### config.mk
export PLATFORM = sky130hd
export DESIGN_NAME = fspl_ctrl
export DESIGN_NICKNAME = d
export VERILOG_FILES = /design/src/hw/fspl_pkg.sv /design/src/hw/fspl_seq_rom.sv /design/src/hw/fspl_ctrl.sv
export VERILOG_INCLUDE_DIRS = /design/src /design/src/hw
export SDC_FILE = /design/constraint.sdc
export NUM_CORES = 1
export LEC_CHECK = 0
export BUFFER_PORTS_ARGS = -buffer_cell sky130_fd_sc_hd__buf_4
export CAP_MARGIN = 5
export CORE_AREA = 2 2 136 138
export DETAILED_ROUTE_END_ITERATION = 10
export DIE_AREA = 0 0 138 140
export SYNTH_ARGS = -nofsm -noshare
export SYNTH_HDL_FRONTEND = slang
export SYNTH_SLANG_ARGS = --single-unit
export TNS_END_PERCENT = 5
### constraint.sdc
create_clock -name CLOCK_I -period 6.6 [get_ports CLOCK_I]
set_input_delay 1.32 -clock CLOCK_I [delete_from_list [all_inputs] [get_ports CLOCK_I]]
set_output_delay 1.32 -clock CLOCK_I [all_outputs]
set_load 0.005 [all_outputs]
### src/hw/fspl_map.svh
// constants of the flash protection controller: command words, addresses, timing counts
`ifndef FSPL_MAP_SVH
`define FSPL_MAP_SVH
`define FSPL_ADDR_W        22
`define FSPL_DATA_W        16
`define FSPL_GRP_LSB       17
`define FSPL_GRP_W         5
`define FSPL_NGRP          32
`define FSPL_UNLK_A1       22'h00_0555
`define FSPL_UNLK_A2       22'h00_02AA
`define FSPL_UNLK_D1       16'h00AA
`define FSPL_UNLK_D2       16'h0055
`define FSPL_CMD_PROG      16'h00A0
`define FSPL_CMD_ERASE     16'h0080
`define FSPL_CMD_SERASE    16'h0030
`define FSPL_CMD_AUTOSEL   16'h0090
`define FSPL_CMD_REGION_IN 16'h0088
`define FSPL_CMD_REGION_EX 16'h0000
`define FSPL_CMD_RESET     16'h00F0
`define FSPL_CMD_PROT      16'h0060
`define FSPL_PROT_ADDR_LO  22'h00_0002
`define FSPL_UNPROT_ADDR_LO 22'h00_0042
`define FSPL_IND_ADDR      22'h00_0003
`define FSPL_IND_BIT       7
`define FSPL_REGION_WORDS  128
`define FSPL_SERIAL_LAST   22'h00_0007
`define FSPL_PROT_YES      8'h01
`define FSPL_PROT_NO       8'h00
`define FSPL_T_PULSE_NS    100
`define FSPL_T_PULSE_CYC   (((`FSPL_T_PULSE_NS) + 9) / 10)
`define FSPL_T_ACC_NS      90
`define FSPL_T_ACC_CYC     (((`FSPL_T_ACC_NS) + 9) / 10)
`endif

### src/hw/fspl_pkg.sv
// types of the flash protection controller
package fspl_pkg;
   typedef enum logic [2:0] {
      FSPL_OP_READ,
      FSPL_OP_PROGRAM,
      FSPL_OP_ERASE,
      FSPL_OP_PROT_GROUP,
      FSPL_OP_UNPROT_ALL,
      FSPL_OP_REGION_IN,
      FSPL_OP_REGION_EX,
      FSPL_OP_QUERY
   } fspl_op_t;
   typedef enum logic [2:0] {
      FSPL_ST_IDLE,
      FSPL_ST_SETUP,
      FSPL_ST_STROBE,
      FSPL_ST_HOLD,
      FSPL_ST_NEXT,
      FSPL_ST_DONE
   } fspl_state_t;
endpackage

### src/hw/fspl_seq_rom.sv
// step table of bus cycles for each controller operation, read data registered
`timescale 1ns/1ns
`include "fspl_map.svh"
module fspl_seq_rom (
   input  wire logic                    clk_i,
   input  wire logic                    ce_i,
   input  wire fspl_pkg::fspl_op_t      op_i,
   input  wire logic [2:0]              step_i,
   input  wire logic [`FSPL_ADDR_W-1:0] addr_i,
   input  wire logic [`FSPL_DATA_W-1:0] data_i,
   output logic                         wr_o,
   output logic                         last_o,
   output logic [`FSPL_ADDR_W-1:0]      addr_o,
   output logic [`FSPL_DATA_W-1:0]      data_o
);
   logic                    wr_d;
   logic                    last_d;
   logic [`FSPL_ADDR_W-1:0] addr_d;
   logic [`FSPL_DATA_W-1:0] data_d;
   logic [`FSPL_ADDR_W-1:0] grp_a;
   // every command but read, protect and unprotect is preceded by the two unlock writes so stray writes never act
   always_comb begin
      grp_a  = {addr_i[`FSPL_ADDR_W-1:`FSPL_GRP_LSB], {`FSPL_GRP_LSB{1'b0}}};
      wr_d   = 1'b1;
      last_d = 1'b0;
      addr_d = `FSPL_UNLK_A1;
      data_d = `FSPL_UNLK_D1;
      if (step_i == 3'd1) begin
         addr_d = `FSPL_UNLK_A2;
         data_d = `FSPL_UNLK_D2;
      end
      case (op_i)
         fspl_pkg::FSPL_OP_READ: begin
            wr_d   = 1'b0;
            last_d = 1'b1;
            addr_d = addr_i;
         end
         fspl_pkg::FSPL_OP_PROGRAM: begin
            if (step_i == 3'd2) data_d = `FSPL_CMD_PROG;
            if (step_i == 3'd3) begin
               addr_d = addr_i;
               data_d = data_i;
               last_d = 1'b1;
            end
         end
         fspl_pkg::FSPL_OP_ERASE: begin
            if (step_i == 3'd2) data_d = `FSPL_CMD_ERASE;
            // erase repeats the full unlock pair before the sector word
            if (step_i == 3'd4) begin
               addr_d = `FSPL_UNLK_A2;
               data_d = `FSPL_UNLK_D2;
            end
            if (step_i == 3'd5) begin
               addr_d = addr_i;
               data_d = `FSPL_CMD_SERASE;
               last_d = 1'b1;
            end
         end
         fspl_pkg::FSPL_OP_REGION_IN: begin
            if (step_i == 3'd2) begin
               data_d = `FSPL_CMD_REGION_IN;
               last_d = 1'b1;
            end
         end
         fspl_pkg::FSPL_OP_REGION_EX: begin
            if (step_i == 3'd2) data_d = `FSPL_CMD_AUTOSEL;
            if (step_i == 3'd3) begin
               data_d = `FSPL_CMD_REGION_EX;
               last_d = 1'b1;
            end
         end
         fspl_pkg::FSPL_OP_PROT_GROUP: begin
            addr_d = grp_a | `FSPL_PROT_ADDR_LO;
            data_d = `FSPL_CMD_PROT;
            if (step_i == 3'd1) begin
               wr_d   = 1'b0;
               last_d = 1'b1;
            end
         end
         // software must have protected every group before this op is issued
         fspl_pkg::FSPL_OP_UNPROT_ALL: begin
            addr_d = `FSPL_UNPROT_ADDR_LO;
            data_d = `FSPL_CMD_PROT;
            if (step_i == 3'd1) begin
               wr_d   = 1'b0;
               last_d = 1'b1;
            end
         end
         fspl_pkg::FSPL_OP_QUERY: begin
            if (step_i == 3'd2) data_d = `FSPL_CMD_AUTOSEL;
            if (step_i == 3'd3) begin
               wr_d   = 1'b0;
               addr_d = grp_a | {14'h0000, addr_i[7:0]};
            end
            if (step_i == 3'd4) data_d = `FSPL_CMD_RESET;
            if (step_i == 3'd4) last_d = 1'b1;
         end
         default: last_d = 1'b1;
      endcase
   end
   // registered lookup so the main sequencer sees stable pins one cycle later
   always_ff @(posedge clk_i) begin
      if (ce_i) begin
         wr_o   <= wr_d;
         last_o <= last_d;
         addr_o <= addr_d;
         data_o <= data_d;
      end
   end
endmodule

### src/hw/fspl_ctrl.sv
// host controller driving the flash pins for protection and secured region operations
`timescale 1ns/1ns
`include "fspl_map.svh"
// Notes on behaviour
// device refuses program and erase inside a protected group
// protection applies to whole groups of four sectors
// group chosen by the five group select bits, 32 groups
// protect and unprotect use plain bus cycles with high voltage on reset
// host protects every unprotected group before the first unprotect write
// device ships with all groups unprotected
// reset at high voltage lets protected groups be programmed and erased
// removing high voltage restores earlier protection
// 128-word secured region, lock indicator on the indicator data bit
// indicator fixed: 1 factory locked, 0 customer lockable
// first eight region words carry the serial number field when factory locked
// after enter command first sector addresses reach the secured region
// power-up or hardware reset leaves secured region mode
// a protected secured region cannot be changed or unprotected
// unprotected region accepts all program methods
// region protect runs in region mode with reset high or high voltage
// host exits region mode before touching the normal array
// program and erase need unlock writes first
// below lockout threshold the device ignores writes
// write only when chip select and write strobe low, output drive high
// no command taken on strobe rise during power-up
// group status reads low byte 01h protected, 00h unprotected
// protection flags are non-volatile
module fspl_ctrl (
   input  wire logic                    CLOCK_I,
   input  wire logic                    SRST_I,
   input  wire logic                    CE_I,
   input  wire logic                    REQ_I,
   input  wire fspl_pkg::fspl_op_t      OP_I,
   input  wire logic [`FSPL_ADDR_W-1:0] ADDR_I,
   input  wire logic [`FSPL_DATA_W-1:0] WDATA_I,
   input  wire logic                    SUPPLY_OK_I,
   output logic                         BUSY_O,
   output logic                         DONE_O,
   output logic [`FSPL_DATA_W-1:0]      RDATA_O,
   output logic                         PROT_O,
   output logic                         IND_O,
   output logic                         HV_RESET_O,
   output logic                         FL_RESET_N_O,
   output logic                         FL_CS_N_O,
   output logic                         FL_WE_N_O,
   output logic                         FL_OE_N_O,
   output logic [`FSPL_ADDR_W-1:0]      FL_ADDR_O,
   output logic [`FSPL_DATA_W-1:0]      FL_DQ_O,
   output logic                         FL_DQ_OE_N_O,
   input  wire logic [`FSPL_DATA_W-1:0] FL_DQ_I
);
   localparam logic [3:0] PULSE_CYC = 4'(`FSPL_T_PULSE_CYC);
   localparam logic [3:0] ACC_CYC   = 4'(`FSPL_T_ACC_CYC);

   fspl_pkg::fspl_state_t   st_q, st_d;
   fspl_pkg::fspl_op_t      op_q, op_d;
   logic [2:0]              step_q, step_d;
   logic [3:0]              cnt_q, cnt_d;
   logic [`FSPL_ADDR_W-1:0] addr_q, addr_d;
   logic [`FSPL_DATA_W-1:0] wdat_q, wdat_d;
   logic                    busy_q, busy_d, done_q, done_d;
   logic [`FSPL_DATA_W-1:0] rdat_q, rdat_d;
   logic                    prot_q, prot_d, ind_q, ind_d, hv_q, hv_d;
   logic                    cs_q, cs_d, we_q, we_d, oe_q, oe_d, dqoe_q, dqoe_d;
   logic [`FSPL_ADDR_W-1:0] fa_q, fa_d;
   logic [`FSPL_DATA_W-1:0] fd_q, fd_d;
   logic [`FSPL_DATA_W-1:0] dq_s1_q, dq_s2_q;
   logic [1:0]              sup_q;
   logic                    rom_wr, rom_last;
   logic                    rst_n_q, rst_n_d;
   logic [3:0]              we_run_q, we_run_d;
   logic [`FSPL_ADDR_W-1:0] rom_addr;
   logic [`FSPL_DATA_W-1:0] rom_data;

   fspl_seq_rom u_rom (
      .clk_i  (CLOCK_I),
      .ce_i   (CE_I),
      .op_i   (op_q),
      .step_i (step_q),
      .addr_i (addr_q),
      .data_i (wdat_q),
      .wr_o   (rom_wr),
      .last_o (rom_last),
      .addr_o (rom_addr),
      .data_o (rom_data)
   );

   // pin inputs pass two flops; only the second stage is read
   always_ff @(posedge CLOCK_I) begin
      if (CE_I) begin
         dq_s1_q <= FL_DQ_I;
         dq_s2_q <= dq_s1_q;
         sup_q   <= {sup_q[0], SUPPLY_OK_I};
      end
   end

   // sequencer: setup loads the table, strobe holds the pin pulse, hold releases it
   always_comb begin
      st_d = st_q; op_d = op_q; step_d = step_q; cnt_d = cnt_q;
      addr_d = addr_q; wdat_d = wdat_q; busy_d = busy_q; done_d = 1'b0;
      rdat_d = rdat_q; prot_d = prot_q; ind_d = ind_q; hv_d = hv_q;
      cs_d = 1'b1; we_d = 1'b1; oe_d = 1'b1; dqoe_d = 1'b1;
      fa_d = fa_q; fd_d = fd_q;
      rst_n_d = 1'b1;
      case (st_q)
         fspl_pkg::FSPL_ST_IDLE: begin
            // requests wait while supply is low: the device ignores writes then
            if (REQ_I && sup_q[1]) begin
               op_d = OP_I; addr_d = ADDR_I; wdat_d = WDATA_I;
               step_d = 3'd0; busy_d = 1'b1; st_d = fspl_pkg::FSPL_ST_SETUP;
               // protect and unprotect need high voltage on the reset pin
               // region protect runs with it too, which is also allowed
               hv_d = (OP_I == fspl_pkg::FSPL_OP_PROT_GROUP) ||
                      (OP_I == fspl_pkg::FSPL_OP_UNPROT_ALL);
            end
         end
         fspl_pkg::FSPL_ST_SETUP: begin
            cnt_d = 4'd0;
            st_d  = fspl_pkg::FSPL_ST_STROBE;
         end
         fspl_pkg::FSPL_ST_STROBE: begin
            fa_d = rom_addr; fd_d = rom_data;
            cs_d = 1'b0;
            // write needs cs and we low with oe high; read the reverse
            we_d   = ~rom_wr;
            oe_d   = rom_wr;
            dqoe_d = ~rom_wr;
            cnt_d  = cnt_q + 4'd1;
            if (cnt_q == (rom_wr ? PULSE_CYC : ACC_CYC)) begin
               cs_d = 1'b1; we_d = 1'b1; oe_d = 1'b1; dqoe_d = 1'b1;
               st_d = fspl_pkg::FSPL_ST_HOLD;
               if (!rom_wr) begin
                  rdat_d = dq_s2_q;
                  // low byte 01h marks a protected group
                  if (op_q == fspl_pkg::FSPL_OP_QUERY || op_q == fspl_pkg::FSPL_OP_PROT_GROUP)
                     prot_d = (dq_s2_q[7:0] == `FSPL_PROT_YES);
                  ind_d = dq_s2_q[`FSPL_IND_BIT];
               end
            end
         end
         fspl_pkg::FSPL_ST_HOLD: begin
            st_d = rom_last ? fspl_pkg::FSPL_ST_DONE : fspl_pkg::FSPL_ST_NEXT;
         end
         fspl_pkg::FSPL_ST_NEXT: begin
            step_d = step_q + 3'd1;
            st_d   = fspl_pkg::FSPL_ST_SETUP;
         end
         fspl_pkg::FSPL_ST_DONE: begin
            // dropping high voltage restores earlier protection
            hv_d = 1'b0; busy_d = 1'b0; done_d = 1'b1;
            st_d = fspl_pkg::FSPL_ST_IDLE;
         end
         default: st_d = fspl_pkg::FSPL_ST_IDLE;
      endcase
   end

   // pins idle deasserted from reset so nothing is strobed at power-up
   always_ff @(posedge CLOCK_I) begin
      if (SRST_I) begin
         st_q <= fspl_pkg::FSPL_ST_IDLE; op_q <= fspl_pkg::FSPL_OP_READ;
         step_q <= 3'd0; cnt_q <= 4'd0; addr_q <= '0; wdat_q <= '0;
         busy_q <= 1'b0; done_q <= 1'b0; rdat_q <= '0;
         prot_q <= 1'b0; ind_q <= 1'b0; hv_q <= 1'b0;
         cs_q <= 1'b1; we_q <= 1'b1; oe_q <= 1'b1; dqoe_q <= 1'b1;
         fa_q <= '0; fd_q <= '0;
         rst_n_q <= 1'b0; // device reset pin follows ours, leaving region mode
      end else if (CE_I) begin
         st_q <= st_d; op_q <= op_d; step_q <= step_d; cnt_q <= cnt_d;
         addr_q <= addr_d; wdat_q <= wdat_d;
         busy_q <= busy_d; done_q <= done_d; rdat_q <= rdat_d;
         prot_q <= prot_d; ind_q <= ind_d; hv_q <= hv_d;
         cs_q <= cs_d; we_q <= we_d; oe_q <= oe_d; dqoe_q <= dqoe_d;
         fa_q <= fa_d; fd_q <= fd_d;
         rst_n_q <= rst_n_d;
      end
   end

   assign BUSY_O       = busy_q;
   assign DONE_O       = done_q;
   assign RDATA_O      = rdat_q;
   assign PROT_O       = prot_q;
   assign IND_O        = ind_q;
   assign HV_RESET_O   = hv_q;
   assign FL_RESET_N_O = rst_n_q;
   assign FL_CS_N_O    = cs_q;
   assign FL_WE_N_O    = we_q;
   assign FL_OE_N_O    = oe_q;
   assign FL_ADDR_O    = fa_q;
   assign FL_DQ_O      = fd_q;
   assign FL_DQ_OE_N_O = dqoe_q;

   // a write strobe never overlaps output drive
   a_strobe_excl: assert property (@(posedge CLOCK_I) disable iff (SRST_I)
      !(!FL_WE_N_O && !FL_OE_N_O))
      else $error("write and output strobes overlap");
   // a write strobe always comes with chip select
   a_we_with_cs: assert property (@(posedge CLOCK_I) disable iff (SRST_I)
      !FL_WE_N_O |-> !FL_CS_N_O)
      else $error("write strobe without chip select");
   // high voltage only while an operation is busy
   a_hv_op_only: assert property (@(posedge CLOCK_I) disable iff (SRST_I)
      HV_RESET_O |-> BUSY_O)
      else $error("high voltage outside an operation");
   // done is a single pulse and clears busy
   a_done_clears: assert property (@(posedge CLOCK_I) disable iff (SRST_I)
      DONE_O |-> (!BUSY_O && !HV_RESET_O) ##1 !DONE_O)
      else $error("done pulse malformed");
   // helper run length of the write strobe; saturates so long pulses never wrap
   always_comb begin
      we_run_d = 4'd0;
      if (!FL_WE_N_O && we_run_q != 4'hF) we_run_d = we_run_q + 4'd1;
      else if (!FL_WE_N_O) we_run_d = we_run_q;
   end
   always_ff @(posedge CLOCK_I) begin
      if (SRST_I) we_run_q <= 4'd0;
      else if (CE_I) we_run_q <= we_run_d;
   end
   // write pulse lasts the full pulse width
   a_we_width: assert property (@(posedge CLOCK_I) disable iff (SRST_I || !CE_I)
      $rose(FL_WE_N_O) |-> (we_run_q >= PULSE_CYC))
      else $error("write pulse too short");
   // no strobe while idle
   a_idle_quiet: assert property (@(posedge CLOCK_I) disable iff (SRST_I)
      !BUSY_O && !DONE_O |-> FL_CS_N_O)
      else $error("chip select while idle");
   // data driven only while writing
   a_dq_drive: assert property (@(posedge CLOCK_I) disable iff (SRST_I)
      !FL_DQ_OE_N_O |-> !FL_WE_N_O)
      else $error("data driven outside write");
   // request is refused when supply is low
   a_low_supply: assert property (@(posedge CLOCK_I) disable iff (SRST_I)
      (!BUSY_O && !sup_q[1] && CE_I) |=> !BUSY_O)
      else $error("operation started below lockout");
endmodule

* Word level (Yosys, flattened, before mapping)
Index checks and enable logic that the tools add are counted.
W data, S select, Z words.
** Cells by class
- Add/subtract/negate cells :: 2
- Multipliers :: 0
- Div/mod/pow operators :: 0
- Order comparisons :: 0
- Eq/ne operators :: 23
- Shifts and indexed selects :: 0
- Muxes and demuxes :: 45
- Bitwise operators :: 2
- Reductions and logical operators :: 18
** Operators with widths (count)
- $pmux W22 S6 :: 1
- $pmux W16 S6 :: 1
- $mux W22 :: 4
- $mux W8 :: 8
- $mux W16 :: 2
- $eq A3 B3 Y1 const B :: 9
- $or A22 B8 Y22 :: 1
- $eq A3 B2 Y1 const B :: 7
- $mux W1 :: 17
- $pmux W3 S5 :: 1
- $reduce_and A3 Y1 :: 4
- $mux W11 :: 1
- $eq A3 B1 Y1 const B :: 3
- $mux W3 :: 3
- $eq A8 B1 Y1 const B :: 1
- $pmux W4 S2 :: 1
- $logic_not A3 Y1 :: 2
- $pmux W1 S6 :: 1
- $pmux W3 S2 :: 1
- $reduce_bool A2 Y1 :: 3
- $reduce_and A5 Y1 :: 1
- $add A4 B1 Y4 const B :: 1
- $eq A4 B4 Y1 :: 1
- $ne A2 B2 Y1 const B :: 2
- 10 further kinds :: 14
** Word-level totals
- Flip-flop bits (word level) :: 188
- Bits in latches :: 0
- RAM bits :: 0
- Memory bits (read-only) :: 0
- Input port bits :: 62
- Memories kept :: 0

* Depth between registers and ports, before layout
Gate-level depths: netlist of run 1.
- Depth in word-level cells :: 6
- Gate-level depth with buffers :: 10
- Gate-level depth less buffers :: 6

* Cells and area by module
From an unflattened synthesis of run 1, not the netlist that was laid out.
** Unflattened totals
- Cell total of the unflattened synthesis :: 817
- Area total of the unflattened synthesis :: 7896.3 µm²
** By module, submodules not included
- fspl_ctrl :: times used 1, cells each 587, area an instance 5524.0 µm², seq. area each 3283.1 µm²
- fspl_seq_rom :: times used 1, cells each 230, area an instance 2372.3 µm², seq. area each 1201.2 µm²

* Worst setup path after synthesis of run 1
OpenSTA, ideal clock, no wires.
- Path type :: input to register
- Start point :: input port CE_I
- End point :: register wdat_q[1]
- Data arrival time :: 2.236 ns
- Data required time :: 6.459 ns
- Setup slack :: 4.223 ns
- Stages :: 6
- Buffers on the path :: 2
- Cells stage by stage :: nand2b_4 -> or4_1 -> clkbuf_1 -> buf_2 -> nand2_1 -> a21oi_1
** On the way
- Word-level cells in the longest chain between the ends :: 1
** Ends and longest elaborated chain
- start: declaration :: RTL line fspl_ctrl.sv:31 : input wire logic CE_I,
- $reduce_and A3 Y1 (no line)
- end signal: assignment :: RTL line fspl_ctrl.sv:169 : addr_q <= addr_d; wdat_q <= wdat_d;
- end: declaration :: RTL line fspl_ctrl.sv:60 : logic [`FSPL_DATA_W-1:0] wdat_q, wdat_d;
No other way between the ends.
A chain may end at the register's enable or synchronous reset.

* Final worst setup path of run 1
- Start point :: input port CE_I
- End point :: register prot_q, in the netlist PROT_O
** On the way
- Word-level cells in the longest chain between the ends :: 1
** Ends and longest elaborated chain
- $reduce_and A5 Y1 (no line)
- end signal: assignment :: RTL line fspl_ctrl.sv:171 : prot_q <= prot_d; ind_q <= ind_d; hv_q <= hv_d;
- end: declaration :: RTL line fspl_ctrl.sv:63 : logic prot_q, prot_d, ind_q, ind_d, hv_q, hv_d;
No other way between the ends.

==> impl_metrics.json, run 1 <==
{
  "ys_seq_area_frac": 0.568,
  "yosysUniqueCellTypes": 69,
  "period_share": 0.551,
  "final_hold_viol_count": 0,
  "critPathLaunch": "CE_I",
  "synth_edf_count": 74,
  "power_w": 0.00237,
  "die_h_um": 140,
  "ctsHoldBuffers": 0,
  "r2r_start": "step_q[2]$_SDFFE_PP0P_",
  "avgSynthCellArea_um2": 9.43,
  "final_net_count": 988,
  "dr.pass1.iters": 5,
  "fmax_ghz": 0.275,
  "grt_max_degree": 67,
  "worstPathRequired_ns": 6.96,
  "drt_wl_total_um": 17800,
  "syn_nets": 905,
  "grt_pass1_wl_um": 29000,
  "worstPathArrival_ns": 4.00,
  "cap_violations": 0,
  "place_hpwl_um": 11200,
  "crit_path_max_fanout": 44,
  "cts.sinks": 187,
  "hold_class": "reg -> reg",
  "reg2reg_slack_ns": 3.52,
  "rr_endpoint": "u_rom.data_o[5]$_DFFE_PP_",
  "report.final.slew_viol_count": 0,
  "slew_headroom": 0.243,
  "postRouteAntennaNets": 0,
  "clk_pin_slew_ns": 0.07,
  "ioPinCount": 126,
  "skew_ns": 0.0116,
  "grt_pass1_vias": 5664,
  "die_w_um": 138,
  "numPortBuffers": 125,
  "period_minus_slack_ns": 3.64,
  "ys_seq_elements": 187,
  "cts_root_buf": "clkbuf_16",
  "async_reset_ff_frac": 0,
  "p_per_area_nw_per_um2": 252,
  "drc_errors": 0,
  "dieArea_um2": 19300,
  "synth_ff_type": "dfxtp_1",
  "final_util": 0.529,
  "drive_gt1_frac": 0.210,
  "worst_pin_slew_ns": 1.13,
  "vias_per_cell": 5.20,
  "peakVddDrop_uv": 168,
  "syn_to_final_growth_pct": 19.0,
  "place_congestion": 0.858,
  "start_kind": "input pin",
  "cts_tree": "yes",
  "cts_made_buffers": 17,
  "endpoint": "PROT_O$_SDFFE_PP0P_",
  "grtUsageTotal": 0.183,
  "worstSkewPairLatency_ns": 0.43,
  "overflow": 0,
  "synth_top_cells_by_area": "dfxtp_1 29%, edfxtp_1 28%, nand2_1 9.7%, a21oi_1 7.7%, o21ai_0 2.1%",
  "endpoint_kind": "register",
  "p_leak_nw": 3.43,
  "vias": 6043,
  "cts_setup_buffers": 0,
  "drtIter0Drc": 417,
  "netlist_area_um2": 7890,
  "placementRows": 49,
  "worst_hold_slack_ns": 0.420,
  "diodes": 0,
  "core_area_um2": 17800,
  "synth_warnings": 0,
  "critical_path_class": "in -> reg",
  "outcome": "complete, no violations",
  "routedWlPerCell_um": 15.3,
  "synth_top_area_frac": 0.287,
  "cts.path.max_buffers": 2,
  "initial_utilization": 0.444,
  "syn_inst": 837,
  "rsz0062_at_grt": "no",
  "antenna_found_initial": 0,
  "htree_levels": 4,
  "tns_ns": 0,
  "synth_top_area_cell": "dfxtp_1",
  "cts_resized": 0,
  "reg2regPathDepth": 5,
  "setup_viol": 0
}
-- worst min path at each step --
stage                                    start              endpoint  slack [ns]  depth (start not counted)
after CTS                 dq_s1_q[3]$_DFFE_PP_  dq_s2_q[3]$_DFFE_PP_        0.42                          0
after global placement    dq_s1_q[8]$_DFFE_PP_  dq_s2_q[8]$_DFFE_PP_        0.40                          0
after global routing      dq_s1_q[3]$_DFFE_PP_  dq_s2_q[3]$_DFFE_PP_        0.42                          0
final                     dq_s1_q[4]$_DFFE_PP_  dq_s2_q[4]$_DFFE_PP_        0.42                          0
after floorplan           dq_s1_q[0]$_DFFE_PP_  dq_s2_q[0]$_DFFE_PP_        0.40                          0
after detailed placement  dq_s1_q[1]$_DFFE_PP_  dq_s2_q[1]$_DFFE_PP_        0.40                          0
-- cells in the final DEF (no fill, tap or decap), types with 13 or more instances in the layout --
| master | synthesis | layout |
|---|---|---|
| a21oi_1 | 121 | 121 |
| and2_1 | 15 | 15 |
| and3_1 | 13 | 13 |
| buf_4 | 4 | 131 |
| clkbuf_16 | 0 | 17 |
| dfxtp_1 | 113 | 113 |
| edfxtp_1 | 74 | 74 |
| inv_1 | 16 | 16 |
| nand2_1 | 203 | 203 |
| nand2b_1 | 15 | 15 |
| nor2_1 | 23 | 23 |
| o21ai_0 | 33 | 33 |
-- flip-flops by register name (all words and copies together), names as in the netlist, 4 cells and up --
register,flops
dq_s2_q,16
addr_q,22
FL_ADDR_O,22
wdat_q,16
u_rom.data_o,16
RDATA_O,16
FL_DQ_O,16
u_rom.addr_o,22
cnt_q,4
dq_s1_q,16
-- through the flow --
stage                     instances  worst slack (ns)  cell area, µm²
after floorplan                 837              4.22            7890
after detailed placement       1130              2.45            8850
after CTS                      1162              2.89            9400
final                          1162              2.96            9400
after global placement         1130              2.52            8850
after global routing           1162              2.68            9400
-- layout make-up --
class,instances,area (µm²)
Clock inverter,15,116
Timing Repair Buffer,131,983
Clock buffer,17,425
Sequential cell,187,4480
Fill cell,1687,8380
Tap cell,229,287
Inverter,16,60.1
Multi-Input combinational cell,567,3040
-- per-layer routing --
metal	routed length (µm)	track usage	vias up	part of all wire
met2	8160	0.285	149	0.46
li1	-	-	3056	-
met1	8520	0.256	2823	0.48
met5	0	0	-	0
met3	887	0.0400	15	0.050
met4	252	0.0569	0	0.014
-- synth_stat cells (all sizes together) (6+ instances only) --
master / number
dfxtp: 113
o21ai: 34
a31oi: 6
nor3: 8
and3: 13
nor2b: 11
inv: 16
buf: 35
edfxtp: 74
a21oi: 132
nand3: 10
nor3b: 6
nand2: 213
clkbuf: 32
nor2: 23
ha: 6
and2: 15
nand2b: 16
-- cells by family after synthesis --
logic type / synth area share
flip-flops: 0.568
AO/OA/AOI/OAI: 0.166
adder cells (fa/ha/maj): 0.00951
XOR/XNOR: 0.00222
AND/OR/NAND/NOR: 0.201
buffers and inverters: 0.0485
multiplexers: 0.00523
-- power by group --
part / internal [W] / switching [W] / leakage [nW]
combinational: 0.0000630 / 0.0000842 / 1.52
sequential: 0.00125 / 0.0000229 / 1.65
clock: 0.000490 / 0.000460 / 0.260
-- critical path, cell delays in order --
cell and delay (ns):
buf_4 0.46, and4bb_2 0.98, and3_1 0.85, nand4_1 0.16
a21oi_1 0.17
Power figures use the tool's default switching activity.
==> run 2: changes to the inputs <==
Settings changed: ABC_AREA from default to 1, CORE_AREA 2 2 136 138 to 2 2 132 134, DIE_AREA 0 0 138 140 to 0 0 134 136, PLACE_DENSITY from default to 0.68.
Clock period 6.6 ns to 3.15 ns, I/O delays scaled along.
==> run 2 against run 1 <==
  * Via count is 1.8% lower
  * Sequential cell count did not move
  * Final cell count increased by 3.2%
  * Combinational power grew to 3.4 times the previous value
  * Synthesized cell count up 1.3%
  * Wire length is 3.8% lower
  * Highest routed layer unchanged
==> impl_metrics.json, run 2 <==
{
  "outcome": "complete, no violations",
  "cts_made_buffers": 17,
  "ctsHoldBuffers": 0,
  "tns_ns": 0,
  "grt_pass1_vias": 5546,
  "place_hpwl_um": 12100,
  "cap_violations": 0,
  "clkPwrFrac": 0.394,
  "endpoint_kind": "register",
  "htree_levels": 4,
  "syn_to_final_growth_pct": 22.4,
  "critical_path_class": "reg -> reg",
  "slew_headroom": 0.457,
  "placed_cell_area_um2": 8560,
  "async_reset_ff_frac": 0,
  "hold_class": "in -> reg",
  "peakVddDrop_uv": 382,
  "cts.path.max_buffers": 2,
  "routedWlPerCell_um": 14.3,
  "stdcell_area_um2": 9150,
  "setup_viol": 0,
  "ys_seq_area_frac": 0.600,
  "report.final.slew_viol_count": 0,
  "final_net_count": 1029,
  "diodes": 0,
  "clk_pin_slew_ns": 0.07,
  "worstPathRequired_ns": 3.28,
  "vias_per_cell": 4.95,
  "crit_path_max_fanout": 21,
  "final_hold_viol_count": 0,
  "synth_edf_count": 74,
  "antenna_found_initial": 0,
  "critPathTopFamily": "buffers and inverters",
  "dieArea_um2": 18200,
  "layout_commonest_cell": "nor2_1",
  "cts_setup_buffers": 0,
  "synth_ff_type": "dfxtp_1",
  "cts.sinks": 187,
  "seq_power_share": 0.514,
  "overflow": 0,
  "ioPinCount": 126,
  "p_per_area_nw_per_um2": 588,
  "place_congestion": 0.932,
  "cpMostUsedCell": "nor2_1",
  "core_area_um2": 16900,
  "grtUsageTotal": 0.192,
  "drive_gt1_frac": 0.181,
  "postRouteAntennaNets": 0,
  "intPower_w": 0.00408,
  "rsz0062_at_grt": "no",
  "drc_errors": 0,
  "fmax_ghz": 0.372,
  "period_minus_slack_ns": 2.69,
  "period_share": 0.853,
  "synth_warnings": 0,
  "yosys-top-cells-count": "221 x nor2_1, 123 x o21ai_0, 113 x dfxtp_1",
  "cts_root_buf": "clkbuf_16",
  "fillCellCount": 1580,
  "netlist_area_um2": 7470,
  "drtIter0Drc": 279,
  "path_cells": "inv_1 -> ha_1 -> clkinv_1 -> buf_4 -> nor2_1 -> nor2_1 -> a31oi_1",
  "synth_top_area_frac": 0.303,
  "die_w_um": 134,
  "initial_utilization": 0.443,
  "dr.pass1.iters": 4,
  "synth_top_cells_by_area": "dfxtp_1 30%, edfxtp_1 30%, nor2_1 11%, o21ai_0 8.2%, nand2_1 5.6%",
  "power.net_switching_w": 0.00129,
  "avgSynthCellArea_um2": 8.81,
  "synth_top_area_cell": "dfxtp_1",
  "grt_pass1_wl_um": 27500,
  "critPathBufInv": 3,
  "cts_resized": 0,
  "worstSkewPairLatency_ns": 0.43,
  "placementRows": 48,
  "numPortBuffers": 125,
  "combPwrFrac": 0.092,
  "syn_nets": 916,
  "start_kind": "register",
  "mostFrequentLayoutCells": "221 x nor2_1, 132 x buf_4, 123 x o21ai_0",
  "yosysUniqueCellTypes": 33,
  "worst_pin_slew_ns": 0.814,
  "cts_tree": "yes",
  "max_stage_delay_ns": 0.61,
  "yosysMostFrequentCell": "nor2_1",
  "syn_inst": 848,
  "switching_share": 0.241,
  "die_h_um": 136,
  "worstPathArrival_ns": 2.82,
  "ys_seq_elements": 187,
  "skew_ns": 0.00954,
  "p_leak_nw": 3.87,
  "crit_slowest_cell": "nor2_1",
  "grt_max_degree": 64,
  "vias": 5935,
  "drt_wl_total_um": 17100
}
[run 2: stage by stage]
step | setup WS (ns) | hold slack, ns | std cells | utilization | total power [W]
6_report | 0.462 | 0.377 | 1199 | 0.542 | 0.00538
5_1_grt | 0.166 | 0.345 | 1199 | 0.542 | 0.00561
4_1_cts | 0.452 | 0.351 | 1199 | 0.542 | 0.00544
3_5_place_dp | 0.471 | 0.405 | 1167 | 0.507 | 0.00331
3_3_place_gp | 0.616 | 0.401 | 1167 | 0.507 | 0.00330
2_1_floorplan | 1.47 | 0.400 | 848 | - | 0.00308
[run 2: power by group through the flow]
stage | combinational [W] | clock [W] | sequential, W
floorplan | 0.000286 | 0 | 0.00279
global placement | 0.000493 | 0 | 0.00281
detailed placement | 0.000498 | 0 | 0.00282
CTS | 0.000501 | 0.00218 | 0.00276
global route | 0.000562 | 0.00227 | 0.00278
finish | 0.000496 | 0.00212 | 0.00276
[run 2: routing by layer]
metal | GRT usage | share of wire | vias up
met5 | 0 | 0 | -
met4 | 0.0561 | 0.0095 | 0
met3 | 0.0522 | 0.065 | 17
met2 | 0.307 | 0.47 | 162
met1 | 0.257 | 0.46 | 2708
li1 | - | - | 3048
[run 2: layout make-up]
type / instances / area, µm² / share of cell area
well taps: 225 / 282 / 0.0308
clock inverters: 13 / 154 / 0.0168
inverters: 54 / 203 / 0.0222
flip-flops and latches: 187 / 4480 / 0.490
clock buffers: 19 / 433 / 0.0473
repair buffers: 133 / 1010 / 0.110
multi-input cells: 568 / 2580 / 0.282
[run 2: final timing paths]
path,start,endpoint,slack [ns],cells after the start
worst max-delay path,step_q[2]$_SDFFE_PP0P_,u_rom.addr_o[20]$_DFFE_PP_,0.46,7
worst min-delay path,FL_DQ_I[11],dq_s1_q[11]$_DFFE_PP_,0.38,1
worst max register to register,step_q[2]$_SDFFE_PP0P_,u_rom.addr_o[20]$_DFFE_PP_,0.46,7
worst min register to register,dq_s1_q[2]$_DFFE_PP_,dq_s2_q[2]$_DFFE_PP_,0.42,0
[run 2: worst register-to-register path, delay by kind of cell (launching register included)]
family | cells | cell delay [ns]
adder cells (fa/ha/maj) | 1 | 0.37
flip-flops | 1 | 0.45
AND/OR/NAND/NOR | 2 | 0.67
AO/OA/AOI/OAI | 1 | 0.18
buffers and inverters | 3 | 0.72
[run 2: cell families (layout without fill, tap and decap cells)]
logic type               Yosys count  after routing  synth area share
AO/OA/AOI/OAI                    181            181             0.128
adder cells (fa/ha/maj)            6              6            0.0100
buffers and inverters             93            219            0.0542
flip-flops                       187            187             0.600
AND/OR/NAND/NOR                  381            381             0.208
==> run 3: changes to the inputs <==
Settings changed: PLACE_DENSITY 0.68 to 0.66.
Clock period 3.15 ns to 3.4 ns, I/O delays scaled along.
==> run 3 against run 2 <==
  * Largest cell class unchanged
  * Sequential share of layout area unchanged
  * Global-route usage is 0.31 points lower
  * First-iteration DRC count grew 20%
  * Sequential cell count stayed put
  * Combinational power fell by 7.5%
==> impl_metrics.json, run 3 (synthesis results as in run 2) <==
{
  "outcome": "complete, no violations",
  "rsz0062_at_grt": "no",
  "core_area_um2": 16900,
  "period_share": 0.788,
  "peakVddDrop_uv": 337,
  "critPathLaunch": "step_q[1]$_SDFFE_PP0P_",
  "p_leak_nw": 3.87,
  "numPortBuffers": 125,
  "vias": 5937,
  "report.final.slew_viol_count": 0,
  "slew_headroom": 0.401,
  "regArea_um2": 4480,
  "grt_max_degree": 56,
  "grt_pass1_vias": 5457,
  "setup_viol": 0,
  "stdcell_area_um2": 9150,
  "dr.pass1.iters": 4,
  "start_kind": "register",
  "fillCellCount": 1547,
  "worst_hold_slack_ns": 0.421,
  "worst_pin_slew_ns": 0.898,
  "r2r_start": "step_q[1]$_SDFFE_PP0P_",
  "drtIter0Drc": 335,
  "worstPathArrival_ns": 2.85,
  "cts.path.max_buffers": 2,
  "grtUsageTotal": 0.189,
  "cts_root_buf": "clkbuf_16",
  "layout_commonest_cell": "nor2_1",
  "crit_path_max_fanout": 19,
  "htree_levels": 4,
  "dieArea_um2": 18200,
  "ctsHoldBuffers": 0,
  "clk_pin_slew_ns": 0.08,
  "cts_tree": "yes",
  "min_from": "dq_s1_q[6]$_DFFE_PP_",
  "place_congestion": 0.927,
  "cts_resized": 0,
  "cap_violations": 0,
  "vias_per_cell": 4.96,
  "die_h_um": 136,
  "drive_gt1_frac": 0.182,
  "antenna_found_initial": 0,
  "placementRows": 48,
  "ioPinCount": 126,
  "final_net_count": 1028,
  "syn_to_final_growth_pct": 22.4,
  "cts_setup_buffers": 0,
  "die_w_um": 134,
  "drt_wl_total_um": 16900,
  "initial_utilization": 0.443,
  "final_util": 0.542,
  "overflow": 0,
  "final_hold_viol_count": 0,
  "tns_ns": 0,
  "grt_pass1_wl_um": 27300,
  "p_per_area_nw_per_um2": 545,
  "multi_input_area_um2": 2580,
  "mostFrequentLayoutCells": "221 x nor2_1, 131 x buf_4, 123 x o21ai_0",
  "worstPathRequired_ns": 3.57,
  "power_w": 0.00499,
  "fmax_ghz": 0.373,
  "postRouteAntennaNets": 0,
  "drc_errors": 0,
  "diodes": 0,
  "placed_cell_area_um2": 8560,
  "critical_path_class": "reg -> reg",
  "hold_class": "reg -> reg",
  "period_minus_slack_ns": 2.68,
  "place_hpwl_um": 11800,
  "cts.sinks": 187,
  "endpoint_kind": "register",
  "cts_made_buffers": 17,
  "routedWlPerCell_um": 14.1,
  "skew_ns": 0.0102,
  "worstSkewPairLatency_ns": 0.43
}
run 3: report_power, final:
part           internal, W  leakage, nW  switching [W]  total, W
sequential         0.00249         1.65      0.0000673   0.00255
combinational     0.000191         1.93       0.000268  0.000459
clock              0.00105        0.292       0.000923   0.00198
run 3: layout make-up:
type / count / share of cell area
sequential: 187 / 0.490
clock inverter: 15 / 0.0185
timing repair buffer: 132 / 0.110
clock buffer: 17 / 0.0465
multi-input combinational: 568 / 0.282
inverter: 54 / 0.0222
tap: 225 / 0.0308
run 3: through the flow:
step | instances | setup WS [ns]
2_1_floorplan | 848 | 1.72
3_3_place_gp | 1166 | 0.854
3_5_place_dp | 1166 | 0.730
4_1_cts | 1198 | 0.723
5_1_grt | 1198 | 0.474
6_report | 1198 | 0.721
run 3: worst paths after layout:
| check | endpoint | slack, ns | depth (start not counted) |
|---|---|---|---|
| setup / recovery | u_rom.addr_o[1]$_DFFE_PP_ | 0.72 | 8 |
| hold / removal | dq_s2_q[6]$_DFFE_PP_ | 0.42 | 0 |
| setup reg to reg | u_rom.addr_o[1]$_DFFE_PP_ | 0.72 | 8 |
| hold reg to reg | dq_s2_q[6]$_DFFE_PP_ | 0.42 | 0 |
run 3: metal layers:
layer  track usage  vias to the layer above  wire length (µm)  share of wire
met3        0.0391                       20               889          0.053
met1         0.263                     2703              8100           0.48
met5             0                        -                 0              0
met4        0.0656                        0               241          0.014
li1              -                     3061                 -              -
met2         0.293                      153              7660           0.45
run 3: critical path: stages (launching register included):
cell	delay, ns
dfxtp_1	0.37
ha_1	0.17
ha_1	0.46
clkinv_1	0.57
buf_4	0.35
o21ai_0	0.20
nor2_1	0.06
a21oi_1	0.15
nand3_1	0.10
